$ cat config.mk
export PLATFORM = sky130hd
export DESIGN_NAME = cwd_config_decoder
export DESIGN_NICKNAME = d
export VERILOG_FILES = /design/src/cwd_pkg.sv /design/src/cwd_config_decoder.sv /design/src/cwd_delay_cnt.sv /design/src/cwd_sync.sv
export SDC_FILE = /design/constraint.sdc
export NUM_CORES = 1
export LEC_CHECK = 0
export BUFFER_PORTS_ARGS = -buffer_cell sky130_fd_sc_hd__buf_2
export CAP_MARGIN = 20
export CORE_MARGIN = 5
export CORE_UTILIZATION = 40
export DETAILED_ROUTE_END_ITERATION = 10
export PLACE_DENSITY_LB_ADDON = 0.25
export REMOVE_ABC_BUFFERS = 1
export SYNTH_ARGS = -nofsm -noshare
export SYNTH_HDL_FRONTEND = slang
export SYNTH_SLANG_ARGS = --single-unit
$ cat constraint.sdc
create_clock -name sys_clk_i -period 4.6 [get_ports sys_clk_i]
set_input_delay 0.46 -clock sys_clk_i [delete_from_list [all_inputs] [get_ports sys_clk_i]]
set_output_delay 0.46 -clock sys_clk_i [all_outputs]
set_load 0.03 [all_outputs]
$ cat src/cwd_pkg.sv
// shared constants, types and field layout of the configuration word decoder
package cwd_pkg;

  localparam int          DATA_W      = 16;
  localparam int          ADDR_W      = 14;
  localparam int          CFG_W       = 14;
  localparam logic [13:0] CFG_ADDR    = 14'h2007;
  localparam logic [13:0] STAT_ADDR   = 14'h2008;
  localparam logic [13:0] CFG_ERASED  = 14'h3fff;
  localparam logic [1:0]  UNIMPL_BITS = 2'h3;

  localparam int BIT_CP     = 13;
  localparam int BIT_COMPARE_PIN_SELECT  = 12;
  localparam int BIT_DBG    = 11;
  localparam int BIT_WRT_HI = 10;
  localparam int BIT_WRT_LO = 9;
  localparam int BIT_CPD    = 8;
  localparam int BIT_LVP    = 7;
  localparam int BIT_BOR    = 6;
  localparam int BIT_RESET_PIN_SELECT  = 5;
  localparam int BIT_FOSC2  = 4;
  localparam int BIT_POWERUP_DELAY_ENABLE_N = 3;
  localparam int BIT_WATCHDOG_ENABLE  = 2;
  localparam int BIT_FOSC1  = 1;
  localparam int BIT_FOSC0  = 0;

  localparam logic [1:0]  WRT_OFF     = 2'h3;
  localparam logic [1:0]  WRT_LOW     = 2'h2;
  localparam logic [1:0]  WRT_MID     = 2'h1;
  localparam logic [11:0] WP_TOP_LOW  = 12'h1ff;
  localparam logic [11:0] WP_TOP_MID  = 12'h3ff;
  localparam logic [11:0] WP_TOP_HIGH = 12'h5ff;

  localparam int POWERUP_DELAY_TIMER_MS      = 72;
  localparam int CLK_KHZ      = 250000;
  localparam int POWERUP_DELAY_TIMER_CYCLES  = POWERUP_DELAY_TIMER_MS * CLK_KHZ;
  localparam int OST_CYCLES   = 1024;
  localparam int SYNC_STAGES  = 2;

  typedef enum logic [2:0] {
    OSC_LP_XTAL  = 3'h0,
    OSC_STD_XTAL = 3'h1,
    OSC_HS_XTAL  = 3'h2,
    OSC_EXT_CLK  = 3'h3,
    OSC_INT_IO   = 3'h4,
    OSC_INT_CLOCK_OUT_FUNCTION = 3'h5,
    OSC_EXT_IO   = 3'h6,
    OSC_EXT_CLOCK_OUT_FUNCTION = 3'h7
  } cwd_osc_t;

  typedef enum {
    ST_LOAD,
    ST_POWERUP_DELAY_TIMER,
    ST_OST,
    ST_HOLD,
    ST_RUN,
    ST_SLEEP
  } cwd_state_t;

  typedef struct packed {
    logic        code_protect;
    logic        eeprom_protect;
    logic        ccp_on_pin2;
    logic        debug_pins;
    logic        lvp_pin;
    logic        brownout_en;
    logic        master_clear_n_pin;
    logic        powerup_delay_timer_en;
    logic        wdt_en;
    cwd_osc_t    osc_mode;
    logic        clkout_on_pin6;
    logic        pin6_io;
    logic        pin7_io;
    logic        wp_en;
    logic [11:0] wp_top;
  } cwd_cfg_t;

endpackage : cwd_pkg

$ cat src/cwd_config_decoder.sv
// configuration word store, field decoder and power-up sequencer
//
// Contract
// a programmed bit reads 0, an unprogrammed bit reads 1
// word lives at 2007h, reachable only while programming mode is active
// erased word is 3FFFh, every setting at its default
// bit 13 low protects all program memory
// bit 12 routes capture/compare to portb pin 2 (1) or pin 3 (0)
// bit 11 low gives portb pins 6 and 7 to the debugger
// small variant write guard: 11 off, 10 to 01FF, 01 to 03FF
// large variant write guard: 11 off, 10/01/00 up to 01FF/03FF/05FF
// bit 8 low protects data eeprom
// bit 7 high gives portb pin 3 the low-voltage programming function
// bit 6 enables brown-out reset
// bit 5 low makes porta pin 5 I/O and ties master clear inactive
// bit 3 low enables the power-up delay timer
// bit 2 enables the watchdog
// oscillator codes 111 to 100: rc modes and pin 6/7 functions
// oscillator codes 011 to 000: external clock and three crystal modes
// power-up delay of 72 ms, only after power-on or brown-out
// start-up timer holds reset until the crystal is stable
// sleep ends on external reset, watchdog wake-up or interrupt
// unimplemented bits of the word read back as 1
// start-up timer counts 1024 oscillator cycles, crystal modes, power-on or wake
// fields latched during reset and held static while running
//
// Decided for this implementation: the plain strobed port.
`timescale 1ns/10ps
module cwd_config_decoder
  import cwd_pkg::*;
#(
  parameter bit LARGE_MEM  = 1'b1,
  parameter int POWERUP_DELAY_TIMER_LIMIT = POWERUP_DELAY_TIMER_CYCLES
) (
  // clock and reset
  input  wire logic              sys_clk_i,
  input  wire logic              rst_i,
  // register port
  input  wire logic [ADDR_W-1:0] addr_i,
  input  wire logic [DATA_W-1:0] wr_data_i,
  input  wire logic              wr_en_i,
  input  wire logic              rd_en_i,
  output logic      [DATA_W-1:0] rd_data_o,
  // asynchronous pins
  input  wire logic              prog_mode_i,
  input  wire logic              por_i,
  input  wire logic              brownout_i,
  input  wire logic              porta_pin5_i,
  input  wire logic              osc_in_i,
  // core events
  input  wire logic              sleep_req_i,
  input  wire logic              wdt_wake_i,
  input  wire logic              irq_i,
  // decoded settings and reset state
  output cwd_cfg_t               cfg_o,
  output logic                   master_clear_n_o,
  output logic                   device_reset_o,
  output logic                   sleeping_o
);

  ////////////////////////////////////////////////////////////////////////////
  // pin synchronisers

  logic prog_s;
  logic por_s;
  logic bor_s;
  logic pin5_s;
  logic osc_s;

  cwd_sync #(.RESET_VAL(1'b0)) u_sync_prog (
    .sys_clk_i (sys_clk_i),
    .rst_i     (rst_i),
    .pin_i     (prog_mode_i),
    .level_o   (prog_s)
  );

  cwd_sync #(.RESET_VAL(1'b0)) u_sync_por (
    .sys_clk_i (sys_clk_i),
    .rst_i     (rst_i),
    .pin_i     (por_i),
    .level_o   (por_s)
  );

  cwd_sync #(.RESET_VAL(1'b0)) u_sync_bor (
    .sys_clk_i (sys_clk_i),
    .rst_i     (rst_i),
    .pin_i     (brownout_i),
    .level_o   (bor_s)
  );

  cwd_sync #(.RESET_VAL(1'b1)) u_sync_pin5 (
    .sys_clk_i (sys_clk_i),
    .rst_i     (rst_i),
    .pin_i     (porta_pin5_i),
    .level_o   (pin5_s)
  );

  cwd_sync #(.RESET_VAL(1'b0)) u_sync_osc (
    .sys_clk_i (sys_clk_i),
    .rst_i     (rst_i),
    .pin_i     (osc_in_i),
    .level_o   (osc_s)
  );

  ////////////////////////////////////////////////////////////////////////////
  // configuration word store

  logic [CFG_W-1:0] cfg_word;
  logic             osc_prev;

  wire hit_cfg  = (addr_i == CFG_ADDR);
  wire hit_stat = (addr_i == STAT_ADDR);
  wire cfg_wr   = wr_en_i && hit_cfg && prog_s;

  always_ff @(posedge sys_clk_i) begin
    if (rst_i) begin
      cfg_word <= CFG_ERASED;
    end else if (cfg_wr) begin
      cfg_word <= wr_data_i[CFG_W-1:0];
    end
  end

  ////////////////////////////////////////////////////////////////////////////
  // field decode, 0 means programmed

  cwd_cfg_t next_cfg;
  logic     [1:0] wrt;
  cwd_osc_t osc;

  assign wrt = cfg_word[BIT_WRT_HI:BIT_WRT_LO];
  assign osc = cwd_osc_t'({cfg_word[BIT_FOSC2], cfg_word[BIT_FOSC1], cfg_word[BIT_FOSC0]});

  assign next_cfg.code_protect   = !cfg_word[BIT_CP];
  assign next_cfg.ccp_on_pin2    = cfg_word[BIT_COMPARE_PIN_SELECT];
  assign next_cfg.debug_pins     = !cfg_word[BIT_DBG];
  assign next_cfg.eeprom_protect = !cfg_word[BIT_CPD];
  assign next_cfg.lvp_pin        = cfg_word[BIT_LVP];
  assign next_cfg.brownout_en    = cfg_word[BIT_BOR];
  assign next_cfg.master_clear_n_pin       = cfg_word[BIT_RESET_PIN_SELECT];
  assign next_cfg.powerup_delay_timer_en        = !cfg_word[BIT_POWERUP_DELAY_ENABLE_N];
  assign next_cfg.wdt_en         = cfg_word[BIT_WATCHDOG_ENABLE];
  assign next_cfg.osc_mode       = osc;
  assign next_cfg.clkout_on_pin6 = (osc == OSC_EXT_CLOCK_OUT_FUNCTION) || (osc == OSC_INT_CLOCK_OUT_FUNCTION);
  assign next_cfg.pin6_io        = (osc == OSC_EXT_IO) || (osc == OSC_INT_IO) || (osc == OSC_EXT_CLK);
  assign next_cfg.pin7_io        = (osc == OSC_INT_CLOCK_OUT_FUNCTION) || (osc == OSC_INT_IO);
  assign next_cfg.wp_en          = (wrt != WRT_OFF);
  assign next_cfg.wp_top         = (wrt == WRT_LOW) ? WP_TOP_LOW :
                                   (wrt == WRT_MID) ? WP_TOP_MID :
                                   (wrt == WRT_OFF) ? 12'h000 :
                                   LARGE_MEM        ? WP_TOP_HIGH : WP_TOP_MID;

  wire crystal_live = (osc == OSC_LP_XTAL) || (osc == OSC_STD_XTAL) || (osc == OSC_HS_XTAL);
  wire crystal_held = (cfg_o.osc_mode == OSC_LP_XTAL) || (cfg_o.osc_mode == OSC_STD_XTAL) ||
                      (cfg_o.osc_mode == OSC_HS_XTAL);

  ////////////////////////////////////////////////////////////////////////////
  // power-up and start-up timers

  logic powerup_delay_timer_done;
  logic ost_done;
  cwd_state_t state;
  cwd_state_t next_state;

  wire osc_rise = osc_s && !osc_prev;

  cwd_delay_cnt #(.LIMIT(POWERUP_DELAY_TIMER_LIMIT)) u_powerup_delay_timer (
    .sys_clk_i (sys_clk_i),
    .rst_i     (rst_i),
    .clear_i   (state != ST_POWERUP_DELAY_TIMER),
    .tick_i    (1'b1),
    .done_o    (powerup_delay_timer_done)
  );

  cwd_delay_cnt #(.LIMIT(OST_CYCLES)) u_ost (
    .sys_clk_i (sys_clk_i),
    .rst_i     (rst_i),
    .clear_i   (state != ST_OST),
    .tick_i    (osc_rise),
    .done_o    (ost_done)
  );

  ////////////////////////////////////////////////////////////////////////////
  // reset sequencer

  wire master_clear_n_int_n = cfg_o.master_clear_n_pin ? pin5_s : 1'b1;
  wire power_rst  = por_s || (bor_s && cfg_o.brownout_en);
  wire held_state = (state == ST_LOAD) || (state == ST_HOLD);

  always_comb begin
    next_state = state;
    case (state)
      ST_LOAD: begin
        if (!power_rst) begin
          if (next_cfg.powerup_delay_timer_en) next_state = ST_POWERUP_DELAY_TIMER;
          else if (crystal_live) next_state = ST_OST;
          else next_state = master_clear_n_int_n ? ST_RUN : ST_HOLD;
        end
      end
      ST_POWERUP_DELAY_TIMER: begin
        if (powerup_delay_timer_done) begin
          if (crystal_held) next_state = ST_OST;
          else next_state = master_clear_n_int_n ? ST_RUN : ST_HOLD;
        end
      end
      ST_OST: begin
        if (ost_done) next_state = master_clear_n_int_n ? ST_RUN : ST_HOLD;
      end
      ST_HOLD: begin
        if (master_clear_n_int_n) next_state = ST_RUN;
      end
      ST_RUN: begin
        if (!master_clear_n_int_n) next_state = ST_HOLD;
        else if (sleep_req_i) next_state = ST_SLEEP;
      end
      ST_SLEEP: begin
        if (!master_clear_n_int_n) next_state = ST_HOLD;
        else if (wdt_wake_i || irq_i) next_state = crystal_held ? ST_OST : ST_RUN;
      end
      default: next_state = ST_LOAD;
    endcase
    if (power_rst) next_state = ST_LOAD;
  end

  always_ff @(posedge sys_clk_i) begin
    if (rst_i) begin
      state            <= ST_LOAD;
      osc_prev         <= 1'b0;
      cfg_o            <= '0;
      master_clear_n_o <= 1'b1;
      device_reset_o   <= 1'b1;
      sleeping_o       <= 1'b0;
    end else begin
      state            <= next_state;
      osc_prev         <= osc_s;
      if (held_state) cfg_o <= next_cfg;
      master_clear_n_o <= master_clear_n_int_n;
      device_reset_o   <= (next_state != ST_RUN) && (next_state != ST_SLEEP);
      sleeping_o       <= (next_state == ST_SLEEP);
    end
  end

  ////////////////////////////////////////////////////////////////////////////
  // register read port

  logic [DATA_W-1:0] next_rd;

  wire [DATA_W-1:0] cfg_read  = {UNIMPL_BITS, cfg_word};
  wire [DATA_W-1:0] stat_read = {12'h000, prog_s, sleeping_o, device_reset_o, master_clear_n_o};

  assign next_rd = !rd_en_i           ? '0 :
                   (hit_cfg && prog_s) ? cfg_read :
                   hit_stat           ? stat_read : '0;

  always_ff @(posedge sys_clk_i) begin
    if (rst_i) begin
      rd_data_o <= '0;
    end else begin
      rd_data_o <= next_rd;
    end
  end
endmodule : cwd_config_decoder

$ cat src/cwd_delay_cnt.sv
// tick counter that raises done once a limit of ticks has been seen
`timescale 1ns/10ps
module cwd_delay_cnt
  import cwd_pkg::*;
#(
  parameter int LIMIT = OST_CYCLES,
  parameter int CW    = $clog2(LIMIT + 1)
) (
  // clock and reset
  input  wire logic sys_clk_i,
  input  wire logic rst_i,
  // control
  input  wire logic clear_i,
  input  wire logic tick_i,
  output logic      done_o
);

  localparam logic [CW-1:0] LAST = CW'(LIMIT - 1);

  logic [CW-1:0] count;

  always_ff @(posedge sys_clk_i) begin
    if (rst_i || clear_i) begin
      count  <= '0;
      done_o <= 1'b0;
    end else if (tick_i && !done_o) begin
      count  <= count + CW'(1);
      done_o <= (count == LAST);
    end
  end

endmodule : cwd_delay_cnt

$ cat src/cwd_sync.sv
// two-stage synchroniser for one asynchronous pin
`timescale 1ns/10ps
module cwd_sync
  import cwd_pkg::*;
#(
  parameter logic RESET_VAL = 1'b0
) (
  // clock and reset
  input  wire logic sys_clk_i,
  input  wire logic rst_i,
  // pin and synchronised level
  input  wire logic pin_i,
  output logic      level_o
);

  logic stage1;

  always_ff @(posedge sys_clk_i) begin
    if (rst_i) begin
      stage1  <= RESET_VAL;
      level_o <= RESET_VAL;
    end else begin
      stage1  <= pin_i;
      level_o <= stage1;
    end
  end

endmodule : cwd_sync
## Word-level counts from Yosys, hierarchy flattened

Cells that the tools add are included.

| word-level totals | value |
|---|---|
| word-level logic and storage cells | 119 |
| bits of input ports | 42 |
| register bits after elaboration | 142 |
| output and inout port bits | 47 |

| cells by class | value |
|---|---|
| bitwise gates (word level) | 1 |
| reduce and logical (&&, ||, !) cells | 31 |
| $add $sub $neg | 2 |
| equality and inequality tests | 28 |
| muxes and demuxes | 21 |

Operators by type and width:

| cell | count |
|---|---|
| 2-to-1 mux 32 bit | 8 |
| case mux 32 bit (6 select lines) | 1 |
| equality test 32 x 3 -> 1 bit, second input constant | 3 |
| equality test 32 x 2 -> 1 bit, second input constant | 2 |
| logical NOT 32 bit | 2 |
| inequality test 32 x 4 -> 1 bit, second input constant | 2 |
| 2-to-1 mux 11 bit | 3 |
| equality test 32 x 1 -> 1 bit, second input constant | 1 |
| equality test 32 x 4 -> 1 bit, second input constant | 1 |
| inequality test 32 x 2 -> 1 bit, second input constant | 1 |
| inequality test 32 x 3 -> 1 bit, second input constant | 1 |
| equality test 14 bit, second input constant | 2 |
| adder 25 x 1 -> 25 bit, second input constant | 1 |
| equality test 25 bit, second input constant | 1 |
| 2-to-1 mux 16 bit | 1 |
| 2-to-1 mux 3 bit | 5 |
| logical OR 1 bit | 13 |
| equality test 3 bit, second input constant | 4 |
| adder 11 x 1 -> 11 bit, second input constant | 1 |
| equality test 11 x 10 -> 1 bit, second input constant | 1 |
| equality test 3 x 2 -> 1 bit, second input constant | 3 |
| logical AND 1 bit | 7 |
| equality test 3 x 1 -> 1 bit, second input constant | 2 |
| logical NOT 1 bit | 6 |
| other kinds (8) | 11 |

## Longest topological paths before layout

Gate-level depths: netlist of the first run.

| depth | value |
|---|---|
| depth in word-level cells | 10 |
| mapped depth | 7 |
| depth with buffers taken out | 5 |

## Modules after synthesis

From an unflattened synthesis of the first run, not the netlist that was laid out.

| unflattened totals | value |
|---|---|
| cell total of the unflattened synthesis | 492 |
| area total of the unflattened synthesis | 4998.5 µm² |

By module, submodules not included:

| module | seq. area each (µm²) | times used | cells an instance | area each (µm²) |
|---|---|---|---|---|
| cwd_config_decoder | 1661.6 | 1 | 264 | 2901.5 |
| cwd_delay_cnt at u_powerup_delay_timer | 520.5 | 1 | 147 | 1258.7 |
| cwd_delay_cnt at u_ost | 240.2 | 1 | 61 | 575.6 |
| cwd_sync | 40.0 | 5 | 4 | 52.6 |

## Worst setup path after synthesis of the first run

No wires, ideal clock.

| timing | value |
|---|---|
| path type | input -> register |
| from | input addr_i[5] |
| to | register cfg_word[3] |
| cell stages on the path | 5 |
| path slack | 2.801 ns |
| path buffers | 0 |
| setup time | 0.120 ns |
| required time | 4.480 ns |
| arrival | 1.680 ns |
| path through | nor4_1 > nand4b_1 > nor3_4 > nor2_1 > a211o_1 |

| between the ends | value |
|---|---|
| cells in the longest elaborated chain, start to end | 3 |

RTL lines:

| element | RTL line | RTL |
|---|---|---|
| start: declaration | cwd_config_decoder.sv:39 | `input wire logic [ADDR_W-1:0] addr_i,` |
| equality test 14 bit | cwd_config_decoder.sv:111 | `wire hit_cfg = (addr_i == CFG_ADDR);` |
| logical AND 1 bit (2 in a row) | cwd_config_decoder.sv:113 | `wire cfg_wr = wr_en_i && hit_cfg && prog_s;` |
| end signal: assignment | cwd_config_decoder.sv:119 | `cfg_word <= wr_data_i[CFG_W-1:0];` |
| end: declaration | cwd_config_decoder.sv:108 | `logic [CFG_W-1:0] cfg_word;` |

No other way between the ends.
A chain may end at the register's enable or synchronous reset.

## Worst setup path after layout of the first run

| timing | value |
|---|---|
| from | input addr_i[9] |
| to | register cfg_word[11] |

Same word-level chain as after synthesis.

==> key figures, run 1 <==
Synth
  • Biggest area consumer among synthesized cells: dfxtp_1
  • Unique masters post-synth: 53
  • Sequential share of the synthesized area: 53.0%
  • Synth top area cells: dfxtp_1 53%, nor2_1 6.3%, xor2_1 3.5%
  • Most used DFF post-synth: dfxtp_1
  • Mean post-synth cell area: 10.1 um2
  • Synth Cell Area: 4950 um2
  • Synth Register Bits: 131
  • Yosys warns: 0
  • Async SR Flop Fraction: 0%
  • Post-synth top area share: 53.0%
  • Post-Synthesis Cells: 491
  • EDFF count, synth: 0

GRT
  • Number of global-route vias before repair: 3573
  • First-pass GRT wire length: 16.6 mm
  • Largest net degree at the start of global routing: 33
  • Total GRT Usage: 14.4%
  • Gr ovfl total: 0
  • Initial antenna violation count: 0

Route
  • DR DRC count: 0
  • WL/cell: 12.8 um
  • Initial DRC count: 164
  • Total length of routed wires: 9.97 mm
  • Vias: 3663
  • DRT Pass-1 Iters: 4
  • Vias per cell: 4.70
  • Antenna-violating nets left: 0

Pwr
  • Power per cell area: 421 nW/um2
  • NetSw: 519 uW
  • Total internal power: 2.07 mW
  • Sw Share: 20.1%
  • Gate power share: 1.7%
  • Clock network fraction of total power: 53.5%
  • Flop pwr share: 44.7%
  • Lkg Pwr: 2.47 nW
  • Max IR drop VDD: 0.000233 V

Layout
  • Diode count: 0
  • Nets: 642
  • Post-route cell area: 6150 um2
  • Layout cells sized above 1: 24.1%
  • Fillers: 1160
  • Most frequent cells in the layout: 131 x dfxtp_1, 85 x buf_2, 83 x nor2_1
  • Most common cell after layout, fill and taps aside: dfxtp_1
  • Area growth, synth to finish: 24.3%

STA
  • Final hold viol count: 0
  • Setup Skew: 6.91 ps
  • Setup-failing EPs final: 0
  • Slew HR: 45.3%
  • Fmax: 0.449 GHz
  • Worst setup margin: 2370 ps
  • Setup_tns: 0 ps
  • Slew @ Worst Pin: 814 ps
  • Final min period: 2230 ps
  • Slew Viols, Final: 0
  • RSZ-0062 raised after global routing: false
  • Final Cycle Share: 48.5%

Die
  • Die area: 14700 um2
  • Starting Density: 41.0%
  • Die height: 121 um
  • Site row count: 40
  • Total core area: 12100 um2
  • Io pins: 89
  • Die W: 121 um

Clock network
  • TritonCTS clock tree: built
  • Skew-Pair Late Insertion Delay: 420 ps
  • # clock sinks: 131
  • # Post-CTS Setup Buffers: 0
  • Root Buffer: clkbuf_16
  • Hold bufs inserted after CTS: 0
  • Worst-path clk slew: 60 ps
  • H-Tree Depth: 4
  • CTS Buf Count: 17
  • # resized after CTS: 0
  • CTS max path bufs: 2

Setup path
  • Critical Path RT: 4910 ps
  • CP max FO: 15
  • Crit-path cells: buf_2 > nor4_1 > nand4b_1 > nor3_4 > buf_4 > nor2_1 > a211o_1
  • Critical path type: in -> reg
  • Max incr delay on CP: 670 ps
  • CP endpoint kind: flop
  • Critical path's slowest cell: nor3_4
  • CP arrival: 2540 ps
  • Startpoint types: primary input

Placement
  • Final GP Congestion: 0.764
  • Area after DPL: 5500 um2
  • Pre-CTS WS: 1930 ps
  • DP Wirelength: 6.95 mm
  • PortBufs: 85

Job
  • Total of max-cap violations: 0

Run status
  • Run status: completed

Min path
  • Min-Delay Path Class: in -> reg
==> synthesized netlist by cell type (4+ instances only) <==
cell type and number:
xor2_1 20, buf_4 11, mux2i_1 15, nand2b_1 6, a22o_1 4, buf_2 7, nor4_1 13, clkbuf_1 5
inv_1 8, dfxtp_1 131, nand3b_1 4, o21ai_0 5, and3_1 6, buf_6 7, nand2_1 15, nand4_1 10
xnor2_1 14, nor2b_1 13, a211o_1 4, nand3_1 18, and4_1 4, nor3_1 15, a21oi_1 12, and2_1 12
a21oi_2 9, nor2_1 83
==> state kept, by name, summed over array words and instances (netlist names), 11 cells and up <==
signal,flops
u_powerup_delay_timer.count,25
rd_data_o,15
cfg_o,18
state,32
u_ost.count,11
cfg_word,14
==> routing by layer <==
layer	up-vias	routed length (um)	global-route usage (%)
met5	-	0	0
met4	0	221	6.58
met3	18	581	6.25
met2	63	4760	22.9
met1	1718	4410	16.7
li1	1864	-	-
==> cells by family after synthesis <==
logic type | after synthesis | share of synthesized area, %
simple gates | 220 | 24.5
other cells | 1 | 0.0758
mux | 16 | 3.26
buf+inv | 38 | 4.96
compound gates | 49 | 7.69
xor+xnor | 34 | 6.02
fa+ha+maj | 2 | 0.506
flops | 131 | 53.0
==> power by group through the flow <==
stage	registers, mW	logic (mW)	clock network (mW)
final	1.16	0.0444	1.39
after CTS	1.16	0.0444	1.42
after detailed placement	1.18	0.0441	0
after global placement	1.18	0.0426	0
after floorplan	1.18	0.0163	0
after global routing	1.16	0.0506	1.48
==> path summary, 6_finish.rpt <==
path,cells after the start,to,start,slack [ps]
max,7,cfg_word[11],addr_i[9],2370
max reg2reg,7,cfg_o[23],state[30],2440
min reg2reg,1,u_sync_pin5.level_o,u_sync_pin5.stage1,420
min,2,u_sync_pin5.stage1,porta_pin5_i,230
==> critical path, delay by kind of cell <==
family / cells / cell delay (ps)
AO/OA/AOI/OAI: 1 / 250
buffers and inverters: 2 / 450
AND/OR/NAND/NOR: 4 / 1370
==> layout make-up <==
class | count | area (um2) | area share [%]
Sequential cell | 131 | 2620 | 42.7
Multi-Input combinational cell | 351 | 2190 | 35.6
Timing Repair Buffer | 89 | 475 | 7.74
Clock buffer | 21 | 470 | 7.65
Tap cell | 168 | 210 | 3.42
Clock inverter | 11 | 150 | 2.44
Inverter | 8 | 30.0 | 0.489
==> metrics by stage <==
stage / total power [mW] / util (%) / instances / hold WS, ps
final: 2.59 / 51.0 / 779 / 234
after global routing: 2.68 / 51.0 / 779 / 231
after CTS: 2.62 / 50.7 / 778 / 218
after detailed placement: 1.23 / 45.6 / 746 / 407
after global placement: 1.22 / 45.6 / 746 / 396
after floorplan: 1.20 / - / 490 / 389
(Power assumes the default switching activity.)
==> run 2: changes to the inputs <==
- clock period: 4.6 -> 1.8 ns (I/O delays scaled with it)
==> key figures, run 2 (synthesis gave the netlist of run 1 again) <==
Die
  • Total core area: 12100 um2 (unchanged)
  • Starting Density: 41.0% (unchanged)
  • Io pins: 89 (unchanged)
  • Die area: 14700 um2 (unchanged)
  • Site row count: 40 (unchanged)
  • Die height: 121 um (unchanged)
  • Die W: 121 um (unchanged)

Setup path
  • Most used cell, CP: buf_6
  • Critical path type: reg -> reg
  • R2R cell count: 8 (+1)
  • CP endpoint kind: flop
  • Critical Path RT: 2100 ps (-2810 ps)
  • Max incr delay on CP: 300 ps (-370 ps)
  • CP arrival: 2080 ps (-460 ps)
  • Startpoint types: flop
  • CP max FO: 6 (-9)
  • Crit-path cells: nor4_1 > nand4_1 > buf_6 > nor3_4 > buf_6 > buf_12 > mux2i_1 > nor2_1
  • Critical path's slowest cell: dfxtp_1

Layout
  • Nets: 672 (+4.7%)
  • Layout cells sized above 1: 28.2% (+4.2 points)
  • Most flops, register: state
  • Diode count: 0 (unchanged)
  • Most frequent cells in the layout: 128 x dfxtp_1, 85 x buf_2, 83 x nor2_1
  • Area growth, synth to finish: 32.8%
  • Top Registers: state x32, u_powerup_delay_timer.count x25, cfg_o x18
  • Largest register FFs: 32 (unchanged)
  • Most common cell after layout, fill and taps aside: dfxtp_1
  • Post-route cell area: 6570 um2 (+6.9%)

Route
  • Initial DRC count: 176 (+7.3%)
  • Antenna-violating nets left: 0 (unchanged)
  • WL/cell: 13.1 um (+2.6%)
  • Vias: 3763 (+2.7%)
  • DRT Pass-1 Iters: 4 (unchanged)
  • Vias per cell: 4.65 (-1.1%)
  • DR DRC count: 0 (unchanged)
  • Total length of routed wires: 10.6 mm (+6.6%)

STA
  • Setup_tns: 0 ps (unchanged)
  • Final min period: 1780 ps
  • Final hold viol count: 0 (unchanged)
  • Fmax: 0.563 GHz
  • RSZ-0062 raised after global routing: true
  • Setup Skew: 9.53 ps (+2.62 ps)
  • Final Cycle Share: 98.8%
  • Setup-failing EPs final: 0 (unchanged)
  • Slew Viols, Final: 0 (unchanged)
  • Worst setup margin: 22.3 ps (-2350 ps)

Clock network
  • TritonCTS clock tree: built
  • # clock sinks: 131 (unchanged)
  • H-Tree Depth: 4 (unchanged)
  • CTS Buf Count: 17 (unchanged)
  • Worst-path clk slew: 60 ps (about the same)
  • Skew-Pair Late Insertion Delay: 420 ps (about the same)
  • Root Buffer: clkbuf_16
  • CTS max path bufs: 2 (unchanged)

Placement
  • Pre-CTS WS: -10.8 ps (-1940 ps)
  • PortBufs: 85 (unchanged)
  • Final GP Congestion: 0.764 (about the same)
  • Area after DPL: 5640 um2 (+2.6%)
  • DP Wirelength: 7.12 mm (+2.3%)

Pwr
  • Power per cell area: 1070 nW/um2 (+150%)
  • Lkg Pwr: 2.65 nW (+7.6%)
  • Max IR drop VDD: 0.000851 V (+260%)

Min path
  • Hold path depth: 3 (+1)
  • Min-Delay Path Class: in -> reg

Run status
  • Run status: completed

Job
  • Total of max-cap violations: 0 (unchanged)

GRT
  • Largest net degree at the start of global routing: 32 (-3.0%)
  • Initial antenna violation count: 0 (unchanged)
  • First-pass GRT wire length: 16.9 mm (+2.0%)
  • Total GRT Usage: 14.7% (+0.29 points)
  • Gr ovfl total: 0 (unchanged)
  • Number of global-route vias before repair: 3623 (+1.4%)
## run 2: path summary, 6_finish.rpt
kind / startpoint / end / slack, ps
max: state[14] / cfg_o[23] / 20
min: wr_data_i[6] / cfg_word[6] / 30
max reg2reg: state[14] / cfg_o[23] / 20
min reg2reg: u_sync_pin5.stage1 / u_sync_pin5.level_o / 400
## run 2: cell type report
| type | count | area (um2) |
|---|---|---|
| clock buffers | 17 | 425 |
| clock inverters | 15 | 254 |
| fillers | 1053 | 5490 |
| inverters | 8 | 30.0 |
| multi-input cells | 351 | 2240 |
| flip-flops and latches | 131 | 2630 |
| well taps | 168 | 210 |
| repair buffers | 119 | 782 |
## run 2: stage by stage
| step | util (%) | power [mW] | hold WS [ps] | instances |
|---|---|---|---|---|
| 4_1_cts | 53.5 | 7.06 | 16.0 | 803 |
| 5_1_grt | 54.5 | 7.24 | 23.4 | 809 |
| 3_3_place_gp | 46.8 | 3.13 | 377 | 762 |
| 6_report | 54.5 | 7.00 | 25.9 | 809 |
| 3_5_place_dp | 46.8 | 3.14 | 377 | 762 |
| 2_1_floorplan | - | 3.06 | 245 | 490 |
## run 2: report_power, final
part           switching (mW)  internal, mW  total, mW  leakage [nW]
combinational          0.0668        0.0651      0.132          1.27
sequential             0.0183          2.95       2.97          1.07
clock                    1.30          2.61       3.91         0.316
total                    1.38          5.62       7.00          2.65
## run 2: worst max-delay path: cells and delay by family (launching register included)
family | cells | cell delay (ps)
flops | 1 | 300
buf+inv | 3 | 440
simple gates | 4 | 710
mux | 1 | 210
## run 2: layer usage
layer,GRT usage [%],part of all wire [%],up-vias
met3,6.15,4.5,14
met5,0,0,-
li1,-,-,1936
met2,23.7,50,60
met1,17.2,44,1753
met4,5.81,2.1,0
## run 2: what timing repair did
| action | CTS | global route |
|---|---|---|
| hold endpoints to repair | 8 | 0 |
| buffers inserted | 0 | 5 |
| gates cloned | 1 | 1 |
| setup endpoints to repair | 4 | 17 |
| resized for setup | 5 | 15 |
| pin swaps | 2 | 9 |
| hold buffers | 8 | 0 |
